$ cat config.mk
export PLATFORM = sky130hd
export DESIGN_NAME = sdimd_lock
export DESIGN_NICKNAME = d
export VERILOG_FILES = /design/src/logic/sdimd_lock.v /design/src/logic/sdimd_trs_scan.v
export VERILOG_INCLUDE_DIRS = /design/src /design/src/logic
export SDC_FILE = /design/constraint.sdc
export NUM_CORES = 1
export LEC_CHECK = 0
export ABC_AREA = 1
export ABC_CLOCK_PERIOD_IN_PS = 2800
export BUFFER_PORTS_ARGS = -buffer_cell sky130_fd_sc_hd__buf_2
export CELL_PAD_IN_SITES_DETAIL_PLACEMENT = 1
export CELL_PAD_IN_SITES_GLOBAL_PLACEMENT = 2
export CORE_ASPECT_RATIO = 1.5
export CORE_MARGIN = 1
export CORE_UTILIZATION = 33
export CTS_BUF_LIST = sky130_fd_sc_hd__clkbuf_16
export DETAILED_ROUTE_END_ITERATION = 7
export PLACE_DENSITY_LB_ADDON = 0.1
export RECOVER_POWER = 50
export SETUP_SLACK_MARGIN = 0.3
export SYNTH_ARGS = -nofsm -noshare
export SYNTH_HDL_FRONTEND = slang
export SYNTH_SLANG_ARGS = --single-unit
$ cat constraint.sdc
create_clock -name pclk -period 2.8 [get_ports pclk]
set_input_delay 0.28 -clock pclk [delete_from_list [all_inputs] [get_ports pclk]]
set_output_delay 0.28 -clock pclk [all_outputs]
set_load 0.005 [all_outputs]
$ cat src/logic/sdimd_defines.vh
// constants for the sdi mode and transport lock detector
`ifndef SDIMD_DEFINES_VH
`define SDIMD_DEFINES_VH
`define SDIMD_REG_CTRL 8'h00
`define SDIMD_REG_STAT 8'h04
`define SDIMD_REG_ERR 8'h08
`define SDIMD_CTRL_EN_RST 6'h3F
`define SDIMD_CTRL_FRM_BIT 8
`define SDIMD_LOCK_LINES 4'h3
`define SDIMD_LOSS_LINES 4'hF
`define SDIMD_TRS_ONES 10'h3FF
`define SDIMD_TRS_ZERO 10'h000
`define SDIMD_NUM_MODES 3'h6
`define SDIMD_M_HD 3'h0
`define SDIMD_M_SD 3'h1
`define SDIMD_M_3G 3'h2
`define SDIMD_M_6G 3'h4
`define SDIMD_M_12GA 3'h5
`define SDIMD_M_12GB 3'h6
`define SDIMD_FAM_1080 4'h0
`define SDIMD_FAM_720 4'h1
`define SDIMD_FAM_525 4'h2
`define SDIMD_FAM_625 4'h3
`define SDIMD_FAM_2160 4'h4
`define SDIMD_FAM_NONE 4'hF
`define SDIMD_LINES_1080 12'h465
`define SDIMD_LINES_720 12'h2EE
`define SDIMD_LINES_525 12'h20D
`define SDIMD_LINES_625 12'h271
`define SDIMD_LINES_2160 12'h8CA
`define SDIMD_RATE_60 4'h1
`define SDIMD_RATE_50 4'h2
`define SDIMD_RATE_30 4'h3
`define SDIMD_RATE_25 4'h4
`define SDIMD_RATE_24 4'h5
`define SDIMD_RATE_NONE 4'hF
`define SDIMD_THR_60_50 24'h37F2AA
`define SDIMD_THR_50_30 24'h516155
`define SDIMD_THR_30_25 24'h6FE2AA
`define SDIMD_THR_25_24 24'h7C9ABA
`define SDIMD_THR_24_MAX 24'h8339EB
`endif

$ cat src/logic/sdimd_lock.v
// sdi mode hunt, mode lock, transport detect and apb status slave
// What this block does
// - lock is declared only after three consecutive good lines (valid xyz, no crc error).
// - with all modes enabled the hunt steps hd, 3g, 6g, 12g a, 12g b, sd, then hd again.
// - only modes whose enable bit is set are searched; all six enable bits are set at reset.
// - the three-bit mode output shows the rate mode now being searched or, once locked, received.
// - lock drops after 15 or more consecutive bad lines.
// - after lock drops the hunt restarts and repeats until lock returns.
// - transport format is taken over two frames, then family, rate and scan are shown.
// - eav, sav and trs pulses come one cycle after the xyz word of each trs with valid protection bits.
// - line crc errors are reported per stream, streams 1 to 16.
`timescale 1ns/1ps
`default_nettype none
`include "sdimd_defines.vh"
module sdimd_lock #(
  parameter LINE_TIMEOUT = 16384
) (
  input wire pclk,
  input wire presetn,
  input wire psel,
  input wire penable,
  input wire pwrite,
  input wire [7:0] paddr,
  input wire [31:0] pwdata,
  output reg [31:0] prdata,
  output reg pready,
  output reg pslverr,
  input wire [9:0] rx_word,
  input wire [15:0] stream_crc_bad,
  input wire stream_crc_stb,
  output reg [2:0] rx_mode,
  output reg mode_locked,
  output reg t_locked,
  output reg [3:0] t_family,
  output reg [3:0] t_rate,
  output reg t_scan,
  output reg eav_pulse,
  output reg sav_pulse,
  output reg trs_pulse,
  output reg [15:0] line_check_error_stream
);
  localparam ST_HUNT = 1'b0, ST_LOCK = 1'b1;
  reg [5:0] mode_en_q;
  reg frame_en_q, state_q, eav_seen_q, eav_ok_q, meas_q, ilace_q, v_q;
  reg [2:0] idx_q;
  reg [3:0] good_q, bad_q;
  reg [15:0] tmo_q;
  reg [11:0] lines_q, prev_lines_q;
  reg [23:0] fcyc_q;
  wire trs_hit, xyz_ok, is_eav, f_bit, v_bit, good_line, bad_line;
  wire timeout, eav_ev, frame_ev, apb_setup, apb_wr;

  // search order index to mode code
  function [2:0] idx_mode;
    input [2:0] i;
    begin
      case (i)
        3'h0: idx_mode = `SDIMD_M_HD;
        3'h1: idx_mode = `SDIMD_M_3G;
        3'h2: idx_mode = `SDIMD_M_6G;
        3'h3: idx_mode = `SDIMD_M_12GA;
        3'h4: idx_mode = `SDIMD_M_12GB;
        3'h5: idx_mode = `SDIMD_M_SD;
        default: idx_mode = `SDIMD_M_HD;
      endcase
    end
  endfunction
  // first enabled index at or after start, wrapping; stays put if none enabled
  function [2:0] next_idx;
    input [2:0] start;
    input [5:0] en;
    input [2:0] hold;
    integer k;
    reg [2:0] c;
    reg found;
    begin
      next_idx = hold;
      found = 1'b0;
      c = start;
      for (k = 0; k < `SDIMD_NUM_MODES; k = k + 1) begin
        if (!found && en[c]) begin
          next_idx = c;
          found = 1'b1;
        end
        c = (c == `SDIMD_NUM_MODES - 3'h1) ? 3'h0 : c + 3'h1;
      end
    end
  endfunction
  function [3:0] fam_of;
    input [11:0] n;
    begin
      case (n)
        `SDIMD_LINES_1080: fam_of = `SDIMD_FAM_1080;
        `SDIMD_LINES_720: fam_of = `SDIMD_FAM_720;
        `SDIMD_LINES_525: fam_of = `SDIMD_FAM_525;
        `SDIMD_LINES_625: fam_of = `SDIMD_FAM_625;
        `SDIMD_LINES_2160: fam_of = `SDIMD_FAM_2160;
        default: fam_of = `SDIMD_FAM_NONE;
      endcase
    end
  endfunction
  // thresholds sit midway between nominal frame periods at 200 mhz
  function [3:0] rate_of;
    input [23:0] c;
    begin
      if (c < `SDIMD_THR_60_50) rate_of = `SDIMD_RATE_60;
      else if (c < `SDIMD_THR_50_30) rate_of = `SDIMD_RATE_50;
      else if (c < `SDIMD_THR_30_25) rate_of = `SDIMD_RATE_30;
      else if (c < `SDIMD_THR_25_24) rate_of = `SDIMD_RATE_25;
      else if (c < `SDIMD_THR_24_MAX) rate_of = `SDIMD_RATE_24;
      else rate_of = `SDIMD_RATE_NONE;
    end
  endfunction
  sdimd_trs_scan u_scan (
    .pclk(pclk),
    .presetn(presetn),
    .word(rx_word),
    .trs_hit(trs_hit),
    .xyz_ok(xyz_ok),
    .is_eav(is_eav),
    .f_bit(f_bit),
    .v_bit(v_bit)
  );
  assign eav_ev = frame_en_q && trs_hit && xyz_ok && is_eav;
  assign frame_ev = eav_ev && v_bit && !v_q && !f_bit;
  assign good_line = frame_en_q && stream_crc_stb && eav_seen_q && eav_ok_q &&
                     (stream_crc_bad == 16'h0000);
  assign bad_line = frame_en_q && stream_crc_stb && !good_line;
  assign timeout = frame_en_q && (tmo_q == LINE_TIMEOUT[15:0] - 16'h0001);
  assign apb_setup = psel && !penable && !pready;
  assign apb_wr = psel && penable && pready && pwrite;
  // apb slave: no wait states, answer at the first access edge
  always @(posedge pclk or negedge presetn) begin
    if (!presetn) begin
      pready <= 1'b0;
      pslverr <= 1'b0;
      prdata <= 32'h00000000;
      mode_en_q <= `SDIMD_CTRL_EN_RST;
      frame_en_q <= 1'b1;
    end else begin
      pready <= apb_setup;
      if (apb_setup) begin
        pslverr <= 1'b0;
        prdata <= 32'h00000000;
        case (paddr)
          `SDIMD_REG_CTRL: prdata <= {23'h000000, frame_en_q, 2'h0, mode_en_q};
          `SDIMD_REG_STAT: prdata <= {18'h00000, t_scan, t_rate, t_family, t_locked,
                                      mode_locked, rx_mode};
          `SDIMD_REG_ERR: prdata <= {16'h0000, line_check_error_stream};
          default: pslverr <= 1'b1;
        endcase
      end
      if (apb_wr && paddr == `SDIMD_REG_CTRL) begin
        mode_en_q <= pwdata[5:0];
        frame_en_q <= pwdata[`SDIMD_CTRL_FRM_BIT];
      end
    end
  end
  // mode hunt and lock
  always @(posedge pclk or negedge presetn) begin
    if (!presetn) begin
      state_q <= ST_HUNT;
      idx_q <= 3'h0;
      good_q <= 4'h0;
      bad_q <= 4'h0;
      tmo_q <= 16'h0000;
      eav_seen_q <= 1'b0;
      eav_ok_q <= 1'b0;
      rx_mode <= `SDIMD_M_HD;
      mode_locked <= 1'b0;
    end else begin
      // mode output follows the searched or locked mode
      rx_mode <= idx_mode(idx_q);
      mode_locked <= (state_q == ST_LOCK);
      if (frame_en_q && trs_hit && is_eav) begin
        eav_seen_q <= 1'b1;
        eav_ok_q <= xyz_ok;
      end else if (stream_crc_stb) begin
        eav_seen_q <= 1'b0;
      end
      if (!frame_en_q || stream_crc_stb || timeout) begin
        tmo_q <= 16'h0000;
      end else begin
        tmo_q <= tmo_q + 16'h0001;
      end
      case (state_q)
        ST_HUNT: begin
          if (good_line) begin
            // three good lines in a row
            if (good_q == `SDIMD_LOCK_LINES - 4'h1) begin
              state_q <= ST_LOCK;
              good_q <= 4'h0;
              bad_q <= 4'h0;
            end else begin
              good_q <= good_q + 4'h1;
            end
          end else if (bad_line) begin
            good_q <= 4'h0;
          end else if (timeout || !mode_en_q[idx_q]) begin
            good_q <= 4'h0;
            idx_q <= next_idx((idx_q == `SDIMD_NUM_MODES - 3'h1) ? 3'h0 : idx_q + 3'h1,
                              mode_en_q, idx_q);
          end
        end
        ST_LOCK: begin
          if (good_line) begin
            bad_q <= 4'h0;
          end else if (bad_line || timeout) begin
            if (bad_q == `SDIMD_LOSS_LINES - 4'h1) begin
              state_q <= ST_HUNT;
              bad_q <= 4'h0;
              // rescan from the head of the order
              idx_q <= next_idx(3'h0, mode_en_q, idx_q);
            end else begin
              bad_q <= bad_q + 4'h1;
            end
          end
        end
        default: state_q <= ST_HUNT;
      endcase
    end
  end

  always @(posedge pclk or negedge presetn) begin
    if (!presetn) begin
      eav_pulse <= 1'b0;
      sav_pulse <= 1'b0;
      trs_pulse <= 1'b0;
      line_check_error_stream <= 16'h0000;
    end else begin
      trs_pulse <= frame_en_q && trs_hit && xyz_ok;
      eav_pulse <= eav_ev;
      sav_pulse <= frame_en_q && trs_hit && xyz_ok && !is_eav;
      if (stream_crc_stb) begin
        line_check_error_stream <= stream_crc_bad;
      end
    end
  end

  // transport format: needs a start boundary plus two equal frames
  always @(posedge pclk or negedge presetn) begin
    if (!presetn) begin
      lines_q <= 12'h000;
      prev_lines_q <= 12'h000;
      fcyc_q <= 24'h000000;
      meas_q <= 1'b0;
      ilace_q <= 1'b0;
      v_q <= 1'b0;
      t_locked <= 1'b0;
      t_family <= `SDIMD_FAM_NONE;
      t_rate <= `SDIMD_RATE_NONE;
      t_scan <= 1'b0;
    end else if (state_q != ST_LOCK) begin
      meas_q <= 1'b0;
      t_locked <= 1'b0;
      lines_q <= 12'h000;
      fcyc_q <= 24'h000000;
    end else begin
      // saturate so a stalled input cannot wrap into a valid rate
      if (fcyc_q != 24'hFFFFFF) begin
        fcyc_q <= fcyc_q + 24'h000001;
      end
      if (eav_ev) begin
        v_q <= v_bit;
      end
      if (frame_ev) begin
        prev_lines_q <= lines_q + 12'h001;
        meas_q <= 1'b1;
        lines_q <= 12'h000;
        fcyc_q <= 24'h000000;
        ilace_q <= 1'b0;
        if (meas_q && (lines_q + 12'h001 == prev_lines_q)) begin
          t_locked <= 1'b1;
          t_family <= fam_of(prev_lines_q);
          t_rate <= rate_of(fcyc_q);
          t_scan <= ilace_q;
        end else begin
          t_locked <= 1'b0;
        end
      end else if (eav_ev) begin
        lines_q <= lines_q + 12'h001;
        if (f_bit) begin
          ilace_q <= 1'b1;
        end
      end
    end
  end
endmodule
`default_nettype wire

$ cat src/logic/sdimd_trs_scan.v
// trs symbol finder with xyz protection check
`timescale 1ns/1ps
`default_nettype none
`include "sdimd_defines.vh"
module sdimd_trs_scan (
  input wire pclk,
  input wire presetn,
  input wire [9:0] word,
  output wire trs_hit,
  output wire xyz_ok,
  output wire is_eav,
  output wire f_bit,
  output wire v_bit
);
  reg [9:0] w1_q;
  reg [9:0] w2_q;
  reg [9:0] w3_q;
  always @(posedge pclk or negedge presetn) begin
    if (!presetn) begin
      w1_q <= 10'h000;
      w2_q <= 10'h000;
      w3_q <= 10'h000;
    end else begin
      w1_q <= word;
      w2_q <= w1_q;
      w3_q <= w2_q;
    end
  end
  // preamble 3ff 000 000, current word is xyz
  assign trs_hit = (w3_q == `SDIMD_TRS_ONES) && (w2_q == `SDIMD_TRS_ZERO) &&
                   (w1_q == `SDIMD_TRS_ZERO);
  assign f_bit = word[8];
  assign v_bit = word[7];
  assign is_eav = word[6];
  // protection bits must match f, v, h
  assign xyz_ok = word[9] && (word[1:0] == 2'h0) &&
                  (word[5] == (word[7] ^ word[6])) &&
                  (word[4] == (word[8] ^ word[6])) &&
                  (word[3] == (word[8] ^ word[7])) &&
                  (word[2] == (word[8] ^ word[7] ^ word[6]));
endmodule
`default_nettype wire

==> run_results.csv, run 1 <==
group,metric,value,unit
clock_network,cts_root_buf,"clkbuf_16",
floorplanning,rows,75,
synthesis,synth.ff_latch_count,169,
setup_path,required,3.19,ns
detailed_routing,drc,0,
detailed_routing,drtIter0Drc,236,
setup_path,crit_chain,"ha_2, nand2_2, nor2_4, nand3_4, nor2_4, xor2_2, xor2_1, nand2_1, nor2_2, nand2_2, nor2_4, clkbuf_16, nand3_1, nand2_1",
floorplanning,dieArea,29200,µm²
sta,rsz0062_at_grt,"true",
global_route,gr-usage-all-layers,21.7,%
setup_path,r2r_start,"lines_q[1]",
worst_hold_path,hold_end,"line_check_error_stream[8]",
job,maxCapViolations,3,
floorplanning,start_util,33.6,%
sta,fin_setup_tns,0,ns
synthesis,postSynthAreaPerCell,7.67,µm²
final_layout,syn_to_final_growth,21.2,%
global_route,grt.overflow.total,0,
sta,period_minus_slack,2.47,ns
setup_path,critPathKind,"flip-flop to flip-flop",
power_and_ir_drop,p_per_area,665,nW/µm²
status,violations,"max-capacitance violations, max-slew violations",
clock_network,numCtsBuffers,17,
synthesis,synthCells,1226,
final_layout,drive_gt1_share,18.3,%
setup_path,reg2reg_depth,14,
place,place_hpwl,23.6,mm
final_layout,diodes,0,
setup_path,critical_path.max_fanout,5,
worst_hold_path,holdPathStages,3,
floorplanning,die_w,140,µm
final_layout,design.final.nets,1457,
clock_network,clk_pin_slew_worst_paths,0.07,ns
clock_network,clkLatencyLatePin,0.45,ns
sta,drv_slew,62,
power_and_ir_drop,peakVddDrop,0.410,mV
detailed_routing,wl_per_cell,17.5,µm
final_layout,final_core_util,40.7,%
sta,relSlewSlack,-12.5,%
setup_path,crit_top_cell,"nor2_4",
final_layout,regArea,4250,µm²
worst_hold_path,holdCritStartpoint,"stream_crc_bad[8]",
synthesis,yosys_warnings,0,
clock_network,clock_sinks,169,
sta,fmax,405,MHz
worst_hold_path,worstHoldPathType,"input port to flip-flop",
detailed_routing,ant_nets,0,
final_layout,final_cells,1735,
global_route,grt_max_degree,58,
final_layout,fillers,3459,
place,place_ws,0.129,ns
final_layout,multi_input_area,4560,µm²
place,io_buffers,97,
sta,final.period_utilization,88.1,%
floorplanning,core,28000,µm²
floorplanning,io_pins,139,
sta,fin_ws,0.333,ns
synthesis,ys_seq_area_share,45.2,%
detailed_routing,totalWireLength,30.4,mm
sta,final-hold-violation-count,0,
final_layout,layout_common_cells,"nand2_1, dfrtp_1, inv_1",
sta,setup_violations,0,
setup_path,crit_slowest_cell,"dfrtp_1",
setup_path,crit_family,"simple AND/OR/NAND/NOR gates",
floorplanning,die_y,209,µm
global_route,grt_antenna_before_repair,0,
clock_network,cts_tree,"done",
sta,fin_skew,0.0112,ns
sta,whs,0.0399,ns
global_route,grt_pass1_vias,9085,
setup_path,crit_arrival,2.86,ns
setup_path,endpoint_kind,"flip-flop",
detailed_routing,vias_per_cell,5.00,
place,place_congestion,0.854,
setup_path,worst_r2r_endpoint,"t_locked",
synthesis,ys_types,54,
status,outcome,"finished, violations left",
place,placedCellCount,1682,
power_and_ir_drop,p_leak,0.00546,µW
final_layout,layout_commonest_cell,"nand2_1",
synthesis,syn-cell-area,9400,µm²
sta,tightest_slew,1.69,ns
detailed_routing,dr.pass1.iters,4,
setup_path,worstPathBufferInverterCount,1,
setup_path,r2r_slack,0.33,ns
detailed_routing,vias,8683,
clock_network,clk_path_buf_depth,2,
clock_network,cts_htree_levels,4,
setup_path,slowest_delay,0.39,ns
global_route,grt_first_pass_wirelength,48.5,mm
setup_path,start_kind,"flip-flop",
==> cell type report <==
type                       count  area share, %
multi-input combinational    874           40.0
tap                          346           3.80
clock buffer                  17           3.74
sequential                   169           37.3
timing repair buffer         158           8.45
clock inverter                15           1.49
inverter                     156           5.19
==> per-stage QoR <==
step                total power [µW]  cell area, µm²
floorplan                       4310            9460
global placement                5090           10500
detailed placement              5110           10500
CTS                             7630           11200
global route                    8090           11400
finish                          7570           11400
==> synthesized netlist by cell type, drive strengths merged <==
master / count / area share (%)
a31oi: 2 / 0.13
o21a: 4 / 0.32
nand3: 91 / 5.1
mux2i: 1 / 0.11
ha: 9 / 1.2
nor3: 43 / 2.6
clkinv: 1 / 0.040
nand2: 298 / 12
nor4b: 1 / 0.093
conb: 1 / 0.040
a211oi: 1 / 0.080
nor4: 19 / 1.4
o22ai: 13 / 0.87
nand4: 35 / 2.4
buf: 28 / 2.2
xor2: 29 / 2.8
a221oi: 3 / 0.28
nor3b: 6 / 0.48
or2: 3 / 0.23
dfstp: 15 / 4.2
o31ai: 6 / 0.48
dfrtp: 154 / 41
a21o: 2 / 0.16
xnor2: 8 / 0.75
a21boi: 2 / 0.16
a21oi: 34 / 1.8
o21ai: 85 / 4.9
and3: 1 / 0.067
o2111ai: 2 / 0.19
o221ai: 1 / 0.093
nor2: 146 / 6.0
inv: 155 / 6.2
o41ai: 3 / 0.28
a211o: 1 / 0.093
nand3b: 7 / 0.56
o211ai: 1 / 0.080
clkbuf: 15 / 0.60
==> worst max path at each step <==
| stage | cells past startpoint | startpoint | endpoint |
|---|---|---|---|
| after floorplan | 19 | idx_q[0] | idx_q[2] |
| after global placement | 18 | idx_q[1] | idx_q[2] |
| after detailed placement | 18 | idx_q[1] | idx_q[2] |
| after CTS | 18 | idx_q[1] | idx_q[0] |
| after global routing | 15 | idx_q[0] | idx_q[2] |
| final | 14 | lines_q[1] | t_locked |
==> sequential cells by signal, indices dropped and copies added, names as in the netlist, 4 cells and up <==
name and cells:
bad_q 4, fcyc_q 24, good_q 4, line_check_error_stream 16, lines_q 12, mode_en_q 6
prdata 16, prev_lines_q 12, t_family 4, t_rate 4, tmo_q 16, u_scan.w1_q 10
u_scan.w2_q 10, u_scan.w3_q 10
==> kinds of logic (layout without fill, tap and decap cells) <==
| group | Yosys count | in the layout | share of synthesized area [%] |
|---|---|---|---|
| compound gates | 160 | 160 | 9.90 |
| xor+xnor | 37 | 37 | 3.53 |
| buf+inv | 199 | 346 | 9.01 |
| fa+ha+maj | 9 | 9 | 1.20 |
| other cells | 1 | 16 | 0.0399 |
| mux | 1 | 1 | 0.107 |
| flops | 169 | 169 | 45.2 |
| simple gates | 650 | 651 | 31.0 |
==> worst register-to-register path, cell delays in order (launching register included) <==
cell and delay (ns):
dfrtp_1 0.39, ha_2 0.21, nand2_2 0.08, nor2_4 0.18
nand3_4 0.10, nor2_4 0.13, xor2_2 0.17, xor2_1 0.16
nand2_1 0.08, nor2_2 0.17, nand2_2 0.08, nor2_4 0.27
clkbuf_16 0.22, nand3_1 0.06, nand2_1 0.09
==> what timing repair did <==
item                       CTS  global route
resized for setup            8            48
hold endpoints to repair    40             0
hold buffers                 9             0
buffers inserted             0            10
cloned                       0             2
setup endpoints to repair    6            52
pin swaps                    0            22
==> report_power, final <==
part	internal (µW)	total, µW	leakage (µW)	switching (µW)
clock network	1330	2440	0.000289	1110
registers	2610	2720	0.00217	111
logic	801	2420	0.00300	1620
total	4740	7570	0.00546	2830
==> routing by layer <==
metal  track usage, %  vias to the layer above  routed length (µm)
li1                 -                     4289                   -
met1             23.5                     4240               12000
met2             41.9                      124               16900
met3             3.69                       30                 975
met4             6.93                        0                 525
met5                0                        -                   0
(Power assumes the default switching activity.)
==> run 2: changes to the inputs <==
--- a/config.mk
+++ b/config.mk
@@ -7,7 +7,7 @@
 export NUM_CORES = 1
 export LEC_CHECK = 0
 export ABC_AREA = 1
-export ABC_CLOCK_PERIOD_IN_PS = 2800
+export ABC_CLOCK_PERIOD_IN_PS = 2600
 export BUFFER_PORTS_ARGS = -buffer_cell sky130_fd_sc_hd__buf_2
 export CELL_PAD_IN_SITES_DETAIL_PLACEMENT = 1
 export CELL_PAD_IN_SITES_GLOBAL_PLACEMENT = 2
==> constraint.sdc (replaced) <==
create_clock -name pclk -period 2.6 [get_ports pclk]
set_input_delay 0.26 -clock pclk [delete_from_list [all_inputs] [get_ports pclk]]
set_output_delay 0.26 -clock pclk [all_outputs]
set_load 0.005 [all_outputs]
==> run 2 against run 1 <==
The flow now finishes without violations. Highest routed layer unchanged. Via count grew 1.3%. Maximum frequency grew 7.8%. Flip-flop and latch count unchanged. Die area unchanged. First-iteration DRC count increased by 5.5%. Setup slack got worse by 0.022 ns. Clock power rose by 6%. Register-to-register slack got worse by 0.02 ns. Global-route usage up 0.40 points. Utilization up 2.2 points. Sequential share of layout area fell by 1.9 points. Cell area is 5.4% higher.
==> run_results.csv, run 2 (same netlist as run 1, synthesis figures left out) <==
group,metric,value,unit
setup_path,endpoint_kind,"flip-flop",
final_layout,syn_to_final_growth,27.7,%
clock_network,cts_htree_levels,4,
floorplanning,dieArea,29200,µm²
global_route,grt_pass1_vias,9217,
detailed_routing,wl_per_cell,17.6,µm
floorplanning,core,28000,µm²
floorplanning,die_w,140,µm
power_and_ir_drop,p_leak,0.00569,µW
sta,drv_slew,0,
clock_network,clk_path_buf_depth,2,
clock_network,numCtsBuffers,17,
final_layout,design.final.nets,1484,
global_route,grt.met3_usage,3.55,%
setup_path,start_kind,"flip-flop",
status,outcome,"complete, no violations",
floorplanning,io_pins,139,
sta,fin_setup_tns,0,ns
sta,final-hold-violation-count,0,
sta,fin_skew,0.0102,ns
detailed_routing,vias,8800,
setup_path,crit_arrival,2.64,ns
global_route,grt_antenna_before_repair,0,
sta,fmax,437,MHz
clock_network,clk_pin_slew_worst_paths,0.07,ns
global_route,gr-usage-all-layers,22.1,%
sta,tightest_slew,1.45,ns
place,place_congestion,0.887,
setup_path,critical_path.max_fanout,6,
clock_network,clock_sinks,169,
final_layout,largest_register_ffs,24,
detailed_routing,ant_nets,0,
detailed_routing,totalWireLength,31.1,mm
final_layout,drive_gt1_share,24.4,%
clock_network,cts_tree,"done",
power_and_ir_drop,peakVddDrop,0.464,mV
sta,period_minus_slack,2.29,ns
setup_path,critPathKind,"flip-flop to flip-flop",
detailed_routing,vias_per_cell,4.99,
global_route,grt-busiest-layer,"met2",
global_route,use_met2,41.9,%
place,io_buffers,97,
sta,final.period_utilization,88.0,%
global_route,globalRouteMet1Util,24.8,%
sta,setup_violations,0,
job,maxCapViolations,0,
global_route,grt.overflow.total,0,
final_layout,top_register,"fcyc_q",
final_layout,diodes,0,
detailed_routing,drc,0,
final_layout,layout_commonest_cell,"nand2_1",
floorplanning,rows,75,
power_and_ir_drop,p_per_area,753,nW/µm²
floorplanning,die_y,209,µm
floorplanning,start_util,33.6,%
detailed_routing,drtIter0Drc,249,
setup_path,required,2.95,ns
clock_network,clkLatencyLatePin,0.46,ns
sta,whs,0.0243,ns
final_layout,layout_common_cells,"nand2_1, dfrtp_1, inv_1",
clock_network,cts_root_buf,"clkbuf_16",
detailed_routing,dr.pass1.iters,4,
place,place_hpwl,23.4,mm
worst_hold_path,worstHoldPathType,"input port to flip-flop",
sta,relSlewSlack,3.38,%
sta,rsz0062_at_grt,"true",
global_route,grt_max_degree,81,
global_route,grt_first_pass_wirelength,49.5,mm
==> run 2: changes by cell type in the layout (fill, tap and decap cells not counted), sizes merged <==
| cell | previous run | this run |
|---|---|---|
| buf | 131 | 160 |
| clkinvlp | 2 | 6 |
| clkinv | 7 | 6 |
| clkbuf | 35 | 33 |
| inv | 160 | 157 |
==> run 2: cell type report <==
cell class | count | area, µm²
Clock buffer | 17 | 425
Clock inverter | 15 | 154
Fill cell | 3455 | 16000
Inverter | 156 | 606
Multi-Input combinational cell | 874 | 4940
Sequential cell | 169 | 4250
Tap cell | 346 | 433
Timing Repair Buffer | 185 | 1190
==> run 2: power breakdown <==
group	internal [µW]	switching [µW]
clock network	1410	1180
registers	2810	127
logic	1250	2260
==> run 2: metrics by stage <==
stage | area [µm²] | util [%] | cells | total power [µW] | setup WS, ns
global placement | 10600 | 37.8 | 1690 | 5520 | 0.112
finish | 12000 | 42.9 | 1762 | 9030 | 0.312
floorplan | 9500 | - | 1241 | 4710 | 0.305
CTS | 11500 | 41.0 | 1746 | 8370 | 0.272
detailed placement | 10600 | 37.8 | 1690 | 5570 | 0.0690
global route | 12000 | 42.9 | 1762 | 9590 | 0.132
==> run 2: critical path, stage by stage, from the launching register on <==
cell,delay [ns]
dfrtp_1,0.42
nand2_2,0.10
inv_2,0.05
ha_4,0.28
nand2_4,0.10
nand2_4,0.07
nand2_4,0.07
nand2_4,0.06
nand2_4,0.07
nand2_4,0.06
nor2_4,0.12
nand2_2,0.07
nor2_4,0.19
nand3_2,0.12
nand2_4,0.11
nand2_4,0.06
o21a_1,0.10
nand2_1,0.05
nand2_1,0.05
==> run 2: timing repair <==
action,CTS,global route
pin swaps,18,53
buffers inserted,14,16
hold buffers,9,0
endpoints found under the setup margin,17,68
resized for setup,30,126
hold endpoints to repair,39,0
gates cloned,1,0
==> run 2: worst paths after layout <==
kind / startpoint / end / slack, ns / cells past startpoint
max: idx_q[0] / idx_q[2] / 0.31 / 18
min: stream_crc_bad[8] / line_check_error_stream[8] / 0.02 / 3
max reg2reg: idx_q[0] / idx_q[2] / 0.31 / 18
min reg2reg: u_scan.w1_q[1] / u_scan.w2_q[1] / 0.38 / 0
max in group asynchronous: presetn / fcyc_q[20] / 0.70 / 3
min in group asynchronous: presetn / tmo_q[6] / 0.26 / 2
==> run 2: routing by layer <==
metal / share of wire (%) / routed length (µm) / up-vias
met4: 1.5 / 464 / 0
met2: 56 / 17300 / 128
li1: - / - / 4330
met1: 40 / 12400 / 4317
met3: 3.0 / 930 / 25
met5: 0 / 0 / -
==> run 3: changes to the inputs <==
--- a/config.mk
+++ b/config.mk
@@ -16,7 +16,7 @@
 export CORE_UTILIZATION = 33
 export CTS_BUF_LIST = sky130_fd_sc_hd__clkbuf_16
 export DETAILED_ROUTE_END_ITERATION = 7
-export PLACE_DENSITY_LB_ADDON = 0.1
+export PLACE_DENSITY = 0.76
 export RECOVER_POWER = 50
 export SETUP_SLACK_MARGIN = 0.3
 export SYNTH_ARGS = -nofsm -noshare
==> run 3 against run 2 <==
The run now ends with max-capacitance violations, max-slew violations left. Setup slack got worse by 0.049 ns. First-iteration DRC count rose by 11%. Combinational power fell by 10%. Count of clock-buffer cells in the layout did not move. Via count fell by 0.30%. Wire length fell by 0.96%. Sequential share of layout area rose by 0.55 points. Critical path depth fell by 2. Sequential power barely moved.
==> run_results.csv, run 3 (same netlist as run 1, synthesis figures left out) <==
group,metric,value,unit
place,io_buffers,97,
sta,fmax,428,MHz
clock_network,cts_tree,"done",
setup_path,critPathKind,"flip-flop to flip-flop",
sta,fin_setup_tns,0,ns
global_route,grt_max_degree,54,
final_layout,design_area,11800,µm²
setup_path,crit_arrival,2.68,ns
detailed_routing,totalWireLength,30.8,mm
setup_path,critical_path.max_fanout,7,
place,placed_area,10500,µm²
setup_path,crit_cells,16,
clock_network,clkLatencyLatePin,0.45,ns
status,violations,"max-capacitance violations, max-slew violations",
floorplanning,io_pins,139,
clock_network,cts_htree_levels,4,
clock_network,clock_sinks,169,
floorplanning,dieArea,29200,µm²
setup_path,start_kind,"flip-flop",
clock_network,numCtsBuffers,17,
setup_path,crit_chain,"buf_4, inv_1, nand3_4, nand3_1, nand2_1, nand2_2, nand2_4, nor2_4, nand2_2, nor2_4, nand3_2, nand2_2, nand2_2, o21a_1, nand2_1, nand2_1",
floorplanning,rows,75,
floorplanning,start_util,33.6,%
sta,drv_slew,54,
global_route,grt_antenna_before_repair,0,
sta,setup_violations,0,
detailed_routing,wl_per_cell,17.5,µm
detailed_routing,dr.pass1.iters,4,
global_route,grt_first_pass_wirelength,49.1,mm
final_layout,largest_register_ffs,24,
final_layout,design.final.nets,1484,
global_route,gr-usage-all-layers,21.8,%
setup_path,worstPathBufferInverterCount,2,
place,place_congestion,0.855,
setup_path,crit_family,"simple AND/OR/NAND/NOR gates",
final_layout,layout_common_cells,"nand2_1, dfrtp_1, inv_1",
setup_path,reg2reg_depth,16,
power_and_ir_drop,peakVddDrop,0.446,mV
clock_network,cts_root_buf,"clkbuf_16",
final_layout,syn_to_final_growth,25.7,%
global_route,grt_pass1_vias,9295,
setup_path,crit_top_cell,"nand2_2",
setup_path,slowest_delay,0.40,ns
sta,tightest_slew,1.51,ns
final_layout,drive_gt1_share,22.7,%
sta,final.period_utilization,89.9,%
setup_path,endpoint_kind,"flip-flop",
floorplanning,core,28000,µm²
final_layout,layout_commonest_cell,"nand2_1",
worst_hold_path,holdPathStages,3,
final_layout,final_core_util,42.2,%
clock_network,clk_pin_slew_worst_paths,0.07,ns
floorplanning,die_y,209,µm
sta,rsz0062_at_grt,"true",
power_and_ir_drop,p_leak,0.00564,µW
detailed_routing,vias,8774,
detailed_routing,drtIter0Drc,276,
worst_hold_path,worstHoldPathType,"input port to flip-flop",
final_layout,top_register,"fcyc_q",
sta,final-hold-violation-count,0,
detailed_routing,vias_per_cell,4.98,
job,maxCapViolations,1,
sta,fin_skew,0.00837,ns
clock_network,clk_path_buf_depth,2,
status,outcome,"finished, violations left",
final_layout,fillers,3439,
global_route,grt.overflow.total,0,
place,place_hpwl,23.5,mm
setup_path,crit_slowest_cell,"dfrtp_1",
sta,period_minus_slack,2.34,ns
setup_path,required,2.94,ns
power_and_ir_drop,p_per_area,747,nW/µm²
sta,relSlewSlack,-0.995,%
floorplanning,die_w,140,µm
detailed_routing,drc,0,
detailed_routing,ant_nets,0,
==> run 3: changes by cell type in the layout (fill, tap and decap cells not counted), moves of 3 or more <==
cell	change
nand2_4	-11
nor2_1	+8
nand2_2	+5
nand3_1	+3
inv_6	+4
clkinvlp_4	-6
inv_2	-3
nand3_4	-3
inv_1	+3
nor2_2	-6
nand2_1	+7
==> run 3: routing by layer <==
| layer | part of all wire [%] | GRT usage (%) | wire [µm] |
|---|---|---|---|
| met4 | 2.4 | 7.77 | 745 |
| met2 | 55 | 41.8 | 17000 |
| met3 | 2.7 | 3.51 | 830 |
| met5 | 0 | 0 | 0 |
| met1 | 40 | 23.9 | 12200 |
==> run 3: area by class of cell <==
class                           count  area (µm²)  share of cell area [%]
Clock buffer                       17         425                    3.60
Sequential cell                   169        4250                    36.0
Clock inverter                     15         190                    1.61
Multi-Input combinational cell    874        4750                    40.2
Antenna cell                        1        2.50                  0.0212
Tap cell                          346         433                    3.67
Inverter                          156         596                    5.04
Timing Repair Buffer              185        1170                    9.87
==> run 3: power breakdown <==
group	switching, µW	internal (µW)
Sequential	126	2810
Clock	1190	1530
Combinational	2040	1120
==> run 3: final timing paths <==
kind	slack [ns]	startpoint	endpoint
hold reg to reg	0.37	u_scan.w1_q[0]	u_scan.w2_q[0]
setup / recovery	0.26	idx_q[1]	idx_q[2]
hold / removal	0.04	stream_crc_bad[14]	line_check_error_stream[14]
max in group asynchronous	0.43	presetn	u_scan.w1_q[0]
setup reg to reg	0.26	idx_q[1]	idx_q[2]
min in group asynchronous	0.70	presetn	line_check_error_stream[3]
==> run 3: timing repair <==
| action | CTS | global route |
|---|---|---|
| endpoints found under the hold margin | 50 | 0 |
| pin swaps | 21 | 46 |
| hold buffers | 9 | 0 |
| setup buffers | 15 | 17 |
| gates resized for setup | 27 | 80 |
| gates cloned | 1 | 1 |
| endpoints found under the setup margin | 53 | 63 |
==> run 3: worst register-to-register path: stages, from the launching register on <==
cell     delay, ns
dfrtp_1       0.40
buf_4         0.18
inv_1         0.20
nand3_4       0.16
nand3_1       0.17
nand2_1       0.11
nand2_2       0.09
nand2_4       0.07
nor2_4        0.12
nand2_2       0.08
nor2_4        0.18
nand3_2       0.11
nand2_2       0.10
nand2_2       0.08
o21a_1        0.10
nand2_1       0.06
nand2_1       0.04
==> run 3: through the flow <==
step	instances	hold WS, ns	power, µW	setup slack (ns)
floorplan	1241	-0.0356	4710	0.305
global placement	1687	0.285	5480	0.160
detailed placement	1687	0.285	5510	0.0911
CTS	1744	0.00982	8510	0.286
global route	1762	0.0358	9340	0.0673
finish	1763	0.0390	8820	0.263
